### src/logic/mdsf_cfg.svh
// constants of the mac/dma status flag bank: bits 18..9 of the status word
// assumes a 125 MHz register clock and the plain strobe register port
// How it works
// - frame_received_flag, bit 18, sets once a frame's receive descriptor is written back
// - rx_desc_empty_flag, bit 17, sets when a fetched descriptor is not DMA-owned
// - rx_fifo_overflow_flag, bit 16, sets when the FIFO overflows during reception
// - bits 15 to 12 read zero; software writes only zero there
// - no_carrier_flag, bit 11, sets if no carrier when transmission starts
// - carrier_lost_flag, bit 10, sets when carrier drops during a frame
// - late_collision_flag, bit 9, sets on a collision late in transmission
// - a flag raises the interrupt only with its enable bit set; enables reset zero
`ifndef MDSF_CFG_SVH
`define MDSF_CFG_SVH

// register port
`define MDSF_ADDR_W         8
`define MDSF_STATUS_OFS     8'h00
`define MDSF_IRQ_EN_OFS     8'h04

// flag positions in the 32-bit status and enable words
`define MDSF_FR_BIT         18
`define MDSF_RDE_BIT        17
`define MDSF_RX_FIFO_OVERFLOW_FLAG_BIT       16
`define MDSF_RSV_HI_BIT     15
`define MDSF_RSV_LO_BIT     12
`define MDSF_CND_BIT        11
`define MDSF_DLC_BIT        10
`define MDSF_LCOL_BIT       9
`define MDSF_NUM_FLAGS      6

// reset values
`define MDSF_FLAGS_RST      6'h00
`define MDSF_IRQ_EN_RST     6'h00
`define MDSF_WORD_RST       32'h0000_0000

// timing: a collision after one slot time counts as late
`define MDSF_CLK_NS         8
`define MDSF_SLOT_NS        5120
`define MDSF_SLOT_CYC       ((`MDSF_SLOT_NS + `MDSF_CLK_NS - 1) / `MDSF_CLK_NS)
`define MDSF_SLOT_CNT_W     10

`endif

### src/logic/mdsf_pkg.sv
// types shared by the status flag bank and its sticky bit cell
// assumes mdsf_cfg.svh is on the include path
`include "mdsf_cfg.svh"

package mdsf_pkg;

    // transmit monitor states, one-hot
    typedef enum logic [2:0] {
        MDSF_TX_IDLE  = 3'b001,
        MDSF_TX_EARLY = 3'b010,
        MDSF_TX_LATE  = 3'b100
    } mdsf_tx_state_t;

    // one register access from the cpu side
    typedef struct packed {
        logic [`MDSF_ADDR_W-1:0] addr;
        logic [31:0]             wdata;
        logic                    wr;
        logic                    rd;
    } mdsf_bus_req_t;

    // one-cycle events, msb first matches flag index 5..0
    typedef struct packed {
        logic frame_received;
        logic rx_desc_empty;
        logic rx_fifo_overflow;
        logic no_carrier;
        logic carrier_lost;
        logic late_collision;
    } mdsf_events_t;

    // state of a sticky cell
    typedef struct packed {
        logic flag;
    } mdsf_cell_t;

    // state of the bank top
    typedef struct packed {
        logic [31:0]                 rdata;
        logic                        irq;
        logic [`MDSF_NUM_FLAGS-1:0]  irq_en;
        logic                        rx_stalled;
        logic                        crs_s1;
        logic                        crs_s2;
        logic                        col_s1;
        logic                        col_s2;
        logic                        col_prev;
        logic                        crs_seen;
        mdsf_tx_state_t              tx_state;
        logic [`MDSF_SLOT_CNT_W-1:0] slot_cnt;
    } mdsf_state_t;

endpackage : mdsf_pkg

### src/logic/mdsf_sticky_bit.sv
// one sticky status flag: set by a hardware event, cleared by software
// assumes set and clear are single-cycle terms on i_clk
`timescale 1ns/1ps

module mdsf_sticky_bit (
    // clock and reset
    input  wire logic i_clk,
    input  wire logic i_rst,
    // control
    input  wire logic i_set,
    input  wire logic i_clr,
    // flag
    output logic      o_flag
);

    mdsf_pkg::mdsf_cell_t st;
    mdsf_pkg::mdsf_cell_t next_st;

    always_comb begin
        next_st = st;
        // an event in the clearing cycle must not be lost
        if (i_set) begin
            next_st.flag = 1'b1;
        end else if (i_clr) begin
            next_st.flag = 1'b0;
        end
    end

    always_ff @(posedge i_clk or posedge i_rst) begin
        if (i_rst) begin
            st <= '0;
        end else begin
            st <= next_st;
        end
    end

    assign o_flag = st.flag;

endmodule // mdsf_sticky_bit

### src/logic/mdsf_status_flags.sv
// status flag bank for bits 18..9 of the mac/dma status word, with its
// interrupt enable register and one level interrupt
// assumes rx dma and tx mac strobes are on i_clk; carrier and collision are
// raw phy pins and are synchronised here
`timescale 1ns/1ps

module mdsf_status_flags (
    // clock and reset
    input  wire logic                   i_clk,
    input  wire logic                   i_rst,
    // register port
    input  wire mdsf_pkg::mdsf_bus_req_t i_bus,
    output logic [31:0]                 o_rdata,
    // receive dma side
    input  wire logic                   i_rx_desc_written,
    input  wire logic                   i_rx_desc_fetched,
    input  wire logic                   i_rx_desc_owned_bit,
    input  wire logic                   i_rx_frame_busy,
    input  wire logic                   i_rx_fifo_ovf,
    input  wire logic                   i_rx_restart,
    output logic                        o_rx_stalled,
    // transmit mac side
    input  wire logic                   i_tx_start,
    input  wire logic                   i_tx_end,
    // phy pins
    input  wire logic                   i_carrier_sense,
    input  wire logic                   i_collision,
    // interrupt
    output logic                        o_irq
);

    mdsf_pkg::mdsf_state_t  st;
    mdsf_pkg::mdsf_state_t  next_st;
    mdsf_pkg::mdsf_events_t evt;

    logic [`MDSF_NUM_FLAGS-1:0] flags;
    logic [`MDSF_NUM_FLAGS-1:0] flag_set;
    logic [`MDSF_NUM_FLAGS-1:0] flag_clr;
    logic [`MDSF_NUM_FLAGS-1:0] wr_ones;
    logic [`MDSF_NUM_FLAGS-1:0] next_flags_seen;
    logic                       sel_status;
    logic                       sel_irq_en;
    logic                       slot_done;

    // spread the six flags over their places in the 32-bit word
    function automatic logic [31:0] pack_word(input logic [`MDSF_NUM_FLAGS-1:0] v);
        logic [31:0] w;
        w = `MDSF_WORD_RST;
        w[`MDSF_FR_BIT]   = v[5];
        w[`MDSF_RDE_BIT]  = v[4];
        w[`MDSF_RX_FIFO_OVERFLOW_FLAG_BIT] = v[3];
        w[`MDSF_CND_BIT]  = v[2];
        w[`MDSF_DLC_BIT]  = v[1];
        w[`MDSF_LCOL_BIT] = v[0];
        return w;
    endfunction

    // gather the six flags from a written word; other bits are dropped
    function automatic logic [`MDSF_NUM_FLAGS-1:0] unpack_word(input logic [31:0] w);
        logic [`MDSF_NUM_FLAGS-1:0] v;
        v = `MDSF_FLAGS_RST;
        v[5] = w[`MDSF_FR_BIT];
        v[4] = w[`MDSF_RDE_BIT];
        v[3] = w[`MDSF_RX_FIFO_OVERFLOW_FLAG_BIT];
        v[2] = w[`MDSF_CND_BIT];
        v[1] = w[`MDSF_DLC_BIT];
        v[0] = w[`MDSF_LCOL_BIT];
        return v;
    endfunction

    assign sel_status = (i_bus.addr == `MDSF_STATUS_OFS);
    assign sel_irq_en = (i_bus.addr == `MDSF_IRQ_EN_OFS);
    assign wr_ones    = unpack_word(i_bus.wdata);
    assign slot_done  = (st.slot_cnt == `MDSF_SLOT_CNT_W'(`MDSF_SLOT_CYC - 1));

    // receive events come straight from the dma on this clock
    always_comb begin
        evt = '0;
        evt.frame_received   = i_rx_desc_written;
        evt.rx_desc_empty    = i_rx_desc_fetched & ~i_rx_desc_owned_bit;
        evt.rx_fifo_overflow = i_rx_fifo_ovf & i_rx_frame_busy;
        // carrier is sampled at the start strobe; present carrier leaves it low
        evt.no_carrier       = i_tx_start & ~st.crs_s2;
        // a drop only counts once carrier was seen in this frame
        evt.carrier_lost     = (st.tx_state != mdsf_pkg::MDSF_TX_IDLE) & ~i_tx_start
                               & st.crs_seen & ~st.crs_s2;
        // rising collision after the slot time is late
        evt.late_collision   = (st.tx_state == mdsf_pkg::MDSF_TX_LATE) & ~i_tx_start
                               & st.col_s2 & ~st.col_prev;
    end

    assign flag_set = evt;

    // write one clears, and a status read clears what it returned
    always_comb begin
        flag_clr = `MDSF_FLAGS_RST;
        if (i_bus.wr && sel_status) begin
            flag_clr = wr_ones;
        end else if (i_bus.rd && sel_status) begin
            flag_clr = flags;
        end
    end

    // flags as they stand after this edge, for the interrupt path
    assign next_flags_seen = flag_set | (flags & ~flag_clr);

    genvar gi;
    generate
        for (gi = 0; gi < `MDSF_NUM_FLAGS; gi++) begin : g_flag
            mdsf_sticky_bit u_flag (
                .i_clk (i_clk),
                .i_rst (i_rst),
                .i_set (flag_set[gi]),
                .i_clr (flag_clr[gi]),
                .o_flag(flags[gi])
            );
        end
    endgenerate

    always_comb begin
        next_st = st;

        // phy pins: two flops before any use
        next_st.crs_s1   = i_carrier_sense;
        next_st.crs_s2   = st.crs_s1;
        next_st.col_s1   = i_collision;
        next_st.col_s2   = st.col_s1;
        next_st.col_prev = st.col_s2;

        // transmit monitor
        case (st.tx_state)
            mdsf_pkg::MDSF_TX_IDLE: begin
                if (i_tx_start) begin
                    next_st.tx_state = mdsf_pkg::MDSF_TX_EARLY;
                    next_st.slot_cnt = '0;
                    next_st.crs_seen = st.crs_s2;
                end
            end
            mdsf_pkg::MDSF_TX_EARLY: begin
                if (st.crs_s2) begin
                    next_st.crs_seen = 1'b1;
                end else if (st.crs_seen) begin
                    next_st.crs_seen = 1'b0;
                end
                if (i_tx_start) begin
                    next_st.slot_cnt = '0;
                    next_st.crs_seen = st.crs_s2;
                end else if (i_tx_end) begin
                    next_st.tx_state = mdsf_pkg::MDSF_TX_IDLE;
                end else if (slot_done) begin
                    // early collisions are normal and left to the retry logic
                    next_st.tx_state = mdsf_pkg::MDSF_TX_LATE;
                end else begin
                    next_st.slot_cnt = st.slot_cnt + `MDSF_SLOT_CNT_W'(1);
                end
            end
            mdsf_pkg::MDSF_TX_LATE: begin
                if (st.crs_s2) begin
                    next_st.crs_seen = 1'b1;
                end else if (st.crs_seen) begin
                    next_st.crs_seen = 1'b0;
                end
                if (i_tx_start) begin
                    next_st.tx_state = mdsf_pkg::MDSF_TX_EARLY;
                    next_st.slot_cnt = '0;
                    next_st.crs_seen = st.crs_s2;
                end else if (i_tx_end) begin
                    next_st.tx_state = mdsf_pkg::MDSF_TX_IDLE;
                end
            end
            default: begin
                next_st.tx_state = mdsf_pkg::MDSF_TX_IDLE;
                next_st.slot_cnt = '0;
                next_st.crs_seen = 1'b0;
            end
        endcase

        // receive stays stalled until software hands back a descriptor
        if (evt.rx_desc_empty) begin
            next_st.rx_stalled = 1'b1;
        end else if (i_rx_restart) begin
            next_st.rx_stalled = 1'b0;
        end

        // enable register
        if (i_bus.wr && sel_irq_en) begin
            next_st.irq_en = wr_ones;
        end

        // read data stand in the cycle after the strobe only
        next_st.rdata = `MDSF_WORD_RST;
        if (i_bus.rd) begin
            if (sel_status) begin
                // reserved bits 15..12 are never set in pack_word
                next_st.rdata = pack_word(flags);
            end else if (sel_irq_en) begin
                next_st.rdata = pack_word(st.irq_en);
            end
        end

        // level interrupt, registered so the pin is glitch free
        next_st.irq = |(next_flags_seen & next_st.irq_en);
    end

    always_ff @(posedge i_clk or posedge i_rst) begin
        if (i_rst) begin
            st          <= '0;
            st.tx_state <= mdsf_pkg::MDSF_TX_IDLE;
            st.irq_en   <= `MDSF_IRQ_EN_RST;
            st.rdata    <= `MDSF_WORD_RST;
        end else begin
            st <= next_st;
        end
    end

    assign o_rdata      = st.rdata;
    assign o_rx_stalled = st.rx_stalled;
    assign o_irq        = st.irq;

endmodule // mdsf_status_flags

### config.mk
export PLATFORM = sky130hd
export DESIGN_NAME = mdsf_status_flags
export DESIGN_NICKNAME = d
export VERILOG_FILES = /design/src/logic/mdsf_pkg.sv /design/src/logic/mdsf_sticky_bit.sv /design/src/logic/mdsf_status_flags.sv
export VERILOG_INCLUDE_DIRS = /design/src /design/src/logic
export SDC_FILE = /design/constraint.sdc
export NUM_CORES = 1
export LEC_CHECK = 0
export BUFFER_PORTS_ARGS = -buffer_cell sky130_fd_sc_hd__buf_2
export CORE_MARGIN = 4
export CORE_UTILIZATION = 48
export DETAILED_ROUTE_END_ITERATION = 16
export GPL_ROUTABILITY_DRIVEN = 0
export PLACE_DENSITY = 0.8
export SLEW_MARGIN = 15
export SYNTH_ARGS = -nofsm -noshare
export SYNTH_HDL_FRONTEND = slang
export SYNTH_SLANG_ARGS = --single-unit
### constraint.sdc
create_clock -name i_clk -period 2.2 [get_ports i_clk]
set_input_delay 0.44 -clock i_clk [delete_from_list [all_inputs] [get_ports i_clk]]
set_output_delay 0.44 -clock i_clk [all_outputs]
set_load 0.005 [all_outputs]
* Yosys cells after proc, flatten, opt, wreduce, memory -nomap -nowiden
Cells that the tools add are included.
Operators by class: add/subtract/negate cells 1, equality and inequality tests 13, multiplexer cells 33, bitwise operators 17, reductions and logical operators 14
Operators with widths (count):
- $mux 19 | 3
- $pmux 14 s3 | 1
- $mux 10 | 4
- $mux 6 | 3
- $mux 1 | 16
- $mux 3 | 5
- $mux 14 | 1
- $reduce_bool 2->1 | 7
- $and 6x6->6 | 2
- $ne 3x3->1 const B | 4
- $add 10x1->10 const B | 1
- $eq 10x10->1 const B | 1
- $and 1x1->1 | 9
- $eq 8x3->1 const B | 1
- $logic_not 8->1 | 1
- $reduce_and 4->1 | 2
- $ne 2x2->1 const B | 3
- $not 6->6 | 1
- $or 6x6->6 | 1
- $reduce_or 6->1 | 1
- $not 1->1 | 4
- $eq 3x1->1 const B | 1
- $eq 3x2->1 const B | 1
- $eq 3x3->1 const B | 1
- 2 further kinds | 4
Word-level totals: flip-flop bits (word level) 65, input bits 54, output and inout bits 34, logic and storage cells 96

* Longest topological paths before layout
Gate-level depths: netlist of run 1.
depth after elaboration 9, mapped depth 7, gate-level depth less buffers 6

* By module
A second synthesis of run 1 with hierarchy kept.
Second synthesis, totals: cells, all modules 242, area total of the unflattened synthesis 2277.2 µm²
Modules (own cells, without submodules):
- mdsf_status_flags | instances 1, cells each 218, area an instance 2037.0 µm², seq. area each 827.0 µm²
- mdsf_sticky_bit | instances 6, cells each 4, area an instance 40.0 µm², seq. area each 25.0 µm²

* Worst setup path before layout of run 1
No wires, ideal clock.
kind input to register, start input port i_bus[39] in the netlist's numbering, end register st (netlist bit o_irq), setup time 0.134 ns, arrival time 2.042 ns, data required time 2.066 ns, slack 0.024 ns, cell stages on the path 6, buffers on the path 1, cells stage by stage or4_4 buf_6 nor3_4 mux2_2 a22oi_1 nand4bb_1
RTL lines:
- start: declaration | RTL line mdsf_status_flags.sv:12 | input wire mdsf_pkg::mdsf_bus_req_t i_bus,
- end signal: assignment | RTL line mdsf_status_flags.sv:212 | st <= next_st;
- end: declaration | RTL line mdsf_status_flags.sv:32 | mdsf_pkg::mdsf_state_t st;

==> flow_summary_export.csv, run 1 <==
group,metric,value,unit
routing,avgRoutedWirePerCell,13.1,um
clock_tree,cts_sinks,39,
global_routing,antenna_found_initial,0,
sta,rsz0062_at_grt,"false",
logic_synthesis,synth_edf_count,0,
final_layout,fillers,361,
outcome,outcome,"complete, no violations",
sta,max_freq,501,MHz
routing,vias_per_cell,5.16,
die,chipWidth,74.2,um
power,vdd_ir_drop_max,452,uV
logic_synthesis,syn_avg_cell_area,9.70,um2
routing,drc,0,
logic_synthesis,synth-main-ff-cell,"dfrtp_1",
clock_tree,post_cts_buffers,0,
die,core_area,4120,um2
sta,finalSetupViolations,0,
worst_setup_path,timing_worst_setup_path_type,"input port to flop",
sta,worst-slew-pin-transition,0.605,ns
clock_tree,insertion_delay,0.29,ns
die,start_util,51.1,%
global_routing,first_global_vias,1486,
routing,drt_first_pass_iters,4,
die,die_y,74.2,um
final_layout,layout_common_cells,"38 x dfrtp_1, 35 x buf_2, 26 x conb_1, 16 x nand2_1, 16 x nor2_1",
sta,period_share,90.7,%
worst_setup_path,end_kind,"flop",
sta,slew_headroom,59.4,%
flow_run,maxCapViolCount,0,
clock_tree,ctsHoldBuffers,0,
clock_tree,cts_buffer_depth,2,
global_routing,grt_overflow,0,
power,leakage,1.13,nW
routing,wl,4050,um
sta,timing.hold.ws,0.254,ns
clock_tree,cts_inserted_buffers,5,
final_layout,final_cell_area,2330,um2
final_layout,drive_above_1_share,24.7,%
sta,min_period,2.00,ns
routing,drtIter0Drc,110,
logic_synthesis,ys_seq_elements,39,
sta,finalMaxSlewViolations,0,
sta,finalHoldViolations,0,
final_layout,insertedDiodeCount,0,
logic_synthesis,synth_warnings,0,
die,rows,23,
final_layout,nets,313,
die,ios,88,
placement,place_hpwl,3050,um
worst_setup_path,cp-start-kind,"input port",
final_layout,layout-area-overhead-vs-synth,10.8,%
logic_synthesis,syn_area,2100,um2
clock_tree,cts_tree,"done",
logic_synthesis,yosysSeqAreaShare,46.4,%
sta,clock_skew,0.0112,ns
hold_path,hold_path.class,"input port to async pin",
power,powerDensity,683,nW/um2
die,die_area,5510,um2
global_routing,grt_usage,15.2,%
logic_synthesis,async_reset_ff_share,100,%
placement,dpl_cell_area,2250,um2
worst_setup_path,worstPathArrival,2.16,ns
worst_setup_path,critPathMaxFanout,4,
routing,ant_nets,0,
clock_tree,clock-root-buffer,"clkbuf_8",
clock_tree,clk_pin_slew_worst_paths,0.08,ns
logic_synthesis,netlist_instances,217,
global_routing,grt_max_degree,40,
final_layout,final_common_cell,"dfrtp_1",
clock_tree,cts_resized,0,
placement,portBuffers,35,
global_routing,grt_pass1_wl,6470,um
power,power,0.00159,W
routing,vias,1593,
clock_tree,cts.htree.levels,2,
worst_setup_path,crit_required,2.36,ns
logic_synthesis,ys_types,43,
[critical path, stage by stage]
cell	delay [ns]
buf_2	0.09
or4_4	0.57
nor3_4	0.21
buf_4	0.17
mux2_2	0.35
a22oi_1	0.21
nand4bb_1	0.12
[state kept, by name, summed over array words and instances, names as in the netlist]
signal                flops
g_flag.u_flag.o_flag      6
o_rdata                   6
next_st                   3
o_rx_stalled              1
st                       22
o_irq                     1
[layout make-up]
class,count,area [um2],share of cell area [%]
clock buffer,7,76.3,3.27
clock inverter,1,5.00,0.215
inverter,7,26.3,1.13
multi-input combinational,159,927,39.8
sequential,39,977,41.9
tap,50,62.6,2.68
timing repair buffer,46,258,11.1
[path summary, 6_finish.rpt]
check	startpoint	end	slack (ns)	cells after the start
max	i_bus[39]	o_irq	0.20	7
min	i_rst	o_rdata[11]	0.25	3
max reg2reg	st[1]	st[11]	0.50	7
min reg2reg	next_st[15]	next_st[14]	0.35	0
max in group asynchronous	i_rst	st[10]	1.58	3
min in group i_clk	i_collision	next_st[15]	0.26	1
[cells by family after synthesis]
kind of cell / synth area share, %
other: 0.178
AND/OR/NAND/NOR: 17.0
multiplexers: 7.85
adder cells (fa/ha/maj): 0.594
flip-flops: 46.4
buffers and inverters: 14.0
AO/OA/AOI/OAI: 14.0
[synth_stat cells, drive strengths merged, types with 2 or more instances]
master / number / share of area [%]
a31oi: 4 / 1.2
nor3: 5 / 1.7
a21oi: 13 / 3.1
nand2b: 7 / 2.1
mux2i: 9 / 4.3
mux2: 6 / 3.6
nand3: 6 / 1.4
nor2b: 2 / 0.59
nor2: 16 / 2.9
nand2: 16 / 2.9
or3: 3 / 0.89
or4: 2 / 0.89
a21boi: 3 / 1.1
o31ai: 7 / 2.5
buf: 34 / 12
o21ai: 16 / 3.8
nor4: 3 / 0.89
clkbuf: 3 / 0.54
inv: 7 / 1.2
or2: 3 / 0.89
dfrtp: 38 / 45
[where the power goes]
part / switching [W] / total (W) / internal, W / leakage [nW]
sequential: 0.0000399 / 0.000813 / 0.000773 / 0.499
clock: 0.000240 / 0.000462 / 0.000223 / 0.0422
combinational: 0.000185 / 0.000316 / 0.000131 / 0.584
[metal layers]
layer	vias to the layer above	global-route usage, %	wire length [um]
met2	52	23.8	1950
met3	2	3.38	287
met4	0	6.52	30
li1	785	-	-
met5	-	0	0
met1	754	20.4	1790
[through the flow]
stage	util [%]	setup WS, ns	std cells	setup TNS, ns
3_3_place_gp	54.7	-0.0907	301	-0.0907
4_1_cts	56.7	0.201	309	0
2_1_floorplan	-	0.0239	242	0
6_report	56.7	0.205	309	0
5_1_grt	56.7	0.101	309	0
3_5_place_dp	54.7	-0.109	301	-0.109
Note: power is estimated with default switching activity, not from simulation.
==> run 2, diff against run 1 <==
Settings changed: CORE_UTILIZATION 48 to 51, PLACE_DENSITY 0.8 to 0.84.
Clock period 2.2 ns to 2.6 ns, I/O delays scaled along.
==> run 2 against run 1 <==
Net effect: hold slack improved by 0.079 ns; final area fell by 1.9%; count of clock-buffer cells in the layout fell by 2; die area fell by 5.3%; non-clock buffer count fell by 7; critical path type unchanged; critical endpoint unchanged; largest cell class unchanged.
==> flow_summary_export.csv, run 2 (synthesis gave the netlist of run 1 again) <==
group,metric,value,unit
sta,max_freq,457,MHz
routing,drt_first_pass_iters,4,
sta,min_period,2.19,ns
worst_setup_path,timing_worst_setup_path_type,"input port to flop",
global_routing,grt_max_degree,40,
clock_tree,insertion_delay,0.29,ns
routing,ant_nets,0,
clock_tree,cts_buffer_depth,2,
worst_setup_path,path_cells,"buf_2, or4_4, nor3_4, mux2_2, a32oi_1, nand4bb_1",
power,powerDensity,586,nW/um2
global_routing,antenna_found_initial,0,
routing,drtIter0Drc,78,
worst_setup_path,end_kind,"flop",
final_layout,regMostFlops,"st",
routing,drc,0,
die,rows,23,
final_layout,final_common_cell,"dfrtp_1",
clock_tree,cts_resized,0,
worst_setup_path,cpLargestDelayFamily,"simple AND/OR/NAND/NOR gates",
sta,finalSetupViolations,0,
die,die_y,72.2,um
final_layout,nets,306,
worst_setup_path,crit_required,2.76,ns
die,die_area,5220,um2
worst_setup_path,slowest_stage,"or4_4",
clock_tree,cts_inserted_buffers,5,
die,start_util,52.6,%
final_layout,fillers,363,
final_layout,utilization,57.2,%
worst_setup_path,cp-start-kind,"input port",
clock_tree,post_cts_buffers,0,
routing,avgRoutedWirePerCell,12.8,um
hold_path,hold_path.class,"input port to async pin",
placement,placed_cells,294,
die,chipWidth,72.2,um
sta,period_share,84.2,%
placement,portBuffers,35,
final_layout,fin_cells,302,
outcome,outcome,"complete, no violations",
clock_tree,clk_pin_slew_worst_paths,0.08,ns
sta,worst-slew-pin-transition,0.676,ns
final_layout,insertedDiodeCount,0,
clock_tree,cts_sinks,39,
sta,finalMaxSlewViolations,0,
routing,vias,1560,
final_layout,layout-area-overhead-vs-synth,8.68,%
power,leakage,1.09,nW
global_routing,grt_overflow,0,
power,vdd_ir_drop_max,378,uV
flow_run,maxCapViolCount,0,
die,core_area,4000,um2
routing,vias_per_cell,5.17,
routing,wl,3870,um
placement,place_hpwl,2940,um
sta,finalHoldViolations,0,
final_layout,drive_above_1_share,23.4,%
final_layout,largest_reg_flops,22,
clock_tree,cts_tree,"done",
sta,tns,0,ns
clock_tree,ctsHoldBuffers,0,
worst_setup_path,max_stage_delay,0.58,ns
sta,slew_headroom,54.6,%
clock_tree,clock-root-buffer,"clkbuf_8",
global_routing,grt_usage,15.0,%
sta,rsz0062_at_grt,"false",
power,power,0.00134,W
clock_tree,cts.htree.levels,2,
worst_setup_path,worstPathArrival,2.35,ns
global_routing,grt_pass1_wl,6130,um
worst_setup_path,critPathMaxFanout,6,
global_routing,first_global_vias,1359,
worst_setup_path,critical_path_buf_inv_count,1,
final_layout,layout_common_cells,"38 x dfrtp_1, 35 x buf_2, 26 x conb_1, 16 x nand2_1, 16 x nor2_1",
die,ios,88,
sta,clock_skew,0.00665,ns
[run 2: path summary, 6_finish.rpt]
check	startpoint	to	slack (ns)	cells past startpoint
min in group i_clk	i_collision	next_st[15]	0.34	1
hold / removal	i_rst	st[2]	0.33	3
setup / recovery	i_bus[39]	o_irq	0.41	6
setup reg to reg	st[0]	st[11]	0.83	7
max in group asynchronous	i_rst	st[10]	1.90	3
hold reg to reg	next_st[17]	st[17]	0.36	0
[run 2: metrics by stage]
| stage | hold WS [ns] | worst slack, ns | instance area [um2] |
|---|---|---|---|
| 2_1_floorplan | 0.331 | 0.344 | 2200 |
| 3_3_place_gp | 0.332 | 0.130 | 2200 |
| 3_5_place_dp | 0.341 | 0.126 | 2200 |
| 4_1_cts | 0.331 | 0.414 | 2290 |
| 5_1_grt | 0.326 | 0.290 | 2290 |
| 6_report | 0.332 | 0.410 | 2290 |
[run 2: final cells by class]
class / instances / area [um2] / area share [%]
inverters: 7 / 26.3 / 1.15
clock inverters: 3 / 20.0 / 0.875
multi-input cells: 159 / 927 / 40.5
clock buffers: 5 / 68.8 / 3.01
flip-flops and latches: 39 / 977 / 42.7
well taps: 50 / 62.6 / 2.74
repair buffers: 39 / 205 / 8.97
[run 2: metal layers]
metal / wire, um / up-vias / track usage, % / part of all wire (%)
li1: - / 771 / - / -
met1: 1660 / 733 / 19.9 / 43
met2: 1890 / 51 / 23.5 / 49
met3: 268 / 5 / 4.16 / 6.9
met4: 50 / 0 / 5.85 / 1.3
met5: 0 / - / 0 / 0
[run 2: power by group]
group / switching, W / internal, W
registers: 0.0000314 / 0.000654
logic: 0.000154 / 0.000103
clock network: 0.000211 / 0.000186
total: 0.000396 / 0.000943
[run 2: worst register-to-register path, stage by stage, from the launching register on]
cell,delay [ns]
dfrtp_1,0.38
ha_1,0.22
nand4_1,0.23
nor4_1,0.30
buf_4,0.22
nor3_1,0.06
a21oi_1,0.15
o2bb2ai_1,0.10
==> run 3, diff against run 2 <==
Settings changed: CORE_UTILIZATION 51 to 43, PLACE_DENSITY 0.84 to 0.76.
Clock period 2.6 ns to 1.9 ns, I/O delays scaled along.
==> run 3 against run 2 <==
Net effect: power increased by 51%; final area is 7.9% higher; critical endpoint unchanged; largest cell class unchanged; clock power grew 71%; worst setup slack worse by 0.37 ns; first-iteration DRC count rose by 87%; count of clock-buffer cells in the layout did not move; critical path type unchanged; hold slack worse by 0.14 ns; clock skew up 0.0030 ns; sequential share of layout area shrank 3.1 points; final cell count up 11%; flip-flop and latch count is the same.
==> flow_summary_export.csv, run 3 (synthesis gave the netlist of run 1 again) <==
group,metric,value,unit
power,p_sw,0.000552,W
clock_tree,cts_buffer_depth,2,
worst_setup_path,timing_worst_setup_path_type,"input port to flop",
routing,drt_first_pass_iters,4,
clock_tree,cts_tree,"done",
worst_setup_path,path_cells,"buf_2, or4_4, or2_1, or3_4, a32oi_2, nand4bb_1",
global_routing,grt_max_degree,40,
placement,place_hpwl,3110,um
clock_tree,cts.htree.levels,2,
global_routing,antenna_found_initial,0,
final_layout,final_common_cell,"dfrtp_1",
final_layout,insertedDiodeCount,0,
routing,ant_nets,0,
final_layout,utilization,52.2,%
worst_setup_path,crit_required,2.07,ns
worst_setup_path,max_stage_delay,0.57,ns
final_layout,drive_above_1_share,29.2,%
global_routing,grt_pass1_wl,6580,um
placement,preCtsSetupSlack,-0.304,ns
worst_setup_path,worstPathArrival,2.03,ns
die,die_y,78.0,um
clock_tree,ctsHoldBuffers,0,
clock_tree,clock-root-buffer,"clkbuf_8",
die,ios,88,
final_layout,regMostFlops,"st",
worst_setup_path,slowest_stage,"or4_4",
power,p_seq_share,46.5,%
routing,vias,1609,
final_layout,fillers,426,
power,powerDensity,818,nW/um2
sta,period_share,97.9,%
sta,finalMaxSlewViolations,0,
routing,drtIter0Drc,146,
power,vdd_ir_drop_max,365,uV
global_routing,first_global_vias,1495,
worst_setup_path,cp-start-kind,"input port",
sta,worst-slew-pin-transition,0.663,ns
flow_run,maxCapViolCount,0,
die,rows,25,
power,power_frac_clock,33.6,%
clock_tree,cts_sinks,39,
die,chipWidth,78.0,um
worst_setup_path,critPathMaxFanout,4,
sta,setup_ws,0.0403,ns
final_layout,final_cell_area,2470,um2
global_routing,grt_overflow,0,
placement,dpl_cell_area,2340,um2
sta,min_period,1.86,ns
die,die_area,6080,um2
power,netSwitchingFraction,27.4,%
die,start_util,44.6,%
routing,vias_per_cell,4.82,
clock_tree,post_cts_buffers,0,
clock_tree,cts_resized,0,
sta,slew_headroom,55.4,%
clock_tree,cts_inserted_buffers,5,
worst_setup_path,end_kind,"flop",
power,combPwrFrac,19.9,%
sta,clock_skew,0.00970,ns
hold_path,hold_path.class,"input port to async pin",
outcome,outcome,"complete, no violations",
placement,portBuffers,35,
final_layout,layout_common_cells,"38 x dfrtp_1, 35 x buf_2, 26 x conb_1, 19 x buf_4",
die,core_area,4720,um2
routing,wl,4060,um
global_routing,grt_usage,13.5,%
sta,max_freq,538,MHz
final_layout,nets,321,
worst_setup_path,critical_path_buf_inv_count,1,
power,p_int,0.00147,W
routing,drc,0,
routing,avgRoutedWirePerCell,12.2,um
clock_tree,insertion_delay,0.29,ns
sta,finalSetupViolations,0,
final_layout,layout-area-overhead-vs-synth,17.2,%
worst_setup_path,cpLargestDelayFamily,"simple AND/OR/NAND/NOR gates",
power,leakage,1.19,nW
sta,rsz0062_at_grt,"true",
clock_tree,clk_pin_slew_worst_paths,0.08,ns
sta,finalHoldViolations,0,
final_layout,largest_reg_flops,22,
==> run 3: tightest hold or removal path, cell delays in order <==
cell   delay (ns)
buf_2        0.09
inv_1        0.04
buf_4        0.41
==> run 3: area by class of cell <==
| cell class | count | area, um2 | share of cell area [%] |
|---|---|---|---|
| flip-flops and latches | 39 | 977 | 39.6 |
| clock inverters | 3 | 43.8 | 1.77 |
| clock buffers | 5 | 68.8 | 2.79 |
| repair buffers | 54 | 318 | 12.9 |
| well taps | 67 | 83.8 | 3.40 |
| multi-input cells | 159 | 950 | 38.5 |
| inverters | 7 | 26.3 | 1.06 |
==> run 3: path summary, 6_finish.rpt <==
check | slack (ns) | from | endpoint | cells after the start
setup reg to reg | 0.28 | st[0] | st[11] | 7
min in group i_clk | 0.19 | i_carrier_sense | next_st[17] | 1
hold / removal | 0.19 | i_rst | st[9] | 3
setup / recovery | 0.04 | i_bus[39] | o_irq | 6
hold reg to reg | 0.35 | next_st[17] | st[17] | 0
max in group asynchronous | 1.34 | i_rst | st[10] | 3
==> run 3: power by group through the flow <==
stage / combinational (W) / sequential (W) / clock [W]
floorplan: 0.000296 / 0.000944 / 0
global placement: 0.000389 / 0.000952 / 0
detailed placement: 0.000397 / 0.000956 / 0
CTS: 0.000400 / 0.000939 / 0.000694
global route: 0.000457 / 0.000948 / 0.000732
finish: 0.000401 / 0.000939 / 0.000678
==> run 3: metal layers <==
layer / GRT usage, % / part of all wire [%] / routed length (um)
met2: 20.5 / 45 / 1830
met4: 6.47 / 1.5 / 62
met5: 0 / 0 / 0
met3: 2.20 / 5.3 / 215
met1: 18.7 / 48 / 1960
==> run 3: per-stage QoR <==
stage	total power [W]	TNS (ns)	std cells	hold WS (ns)
final	0.00202	0	334	0.190
after global routing	0.00214	-0.0233	334	0.186
after CTS	0.00203	0	334	0.187
after detailed placement	0.00135	-0.538	326	0.336
after global placement	0.00134	-0.450	326	0.333
after floorplan	0.00124	-0.154	242	0.331
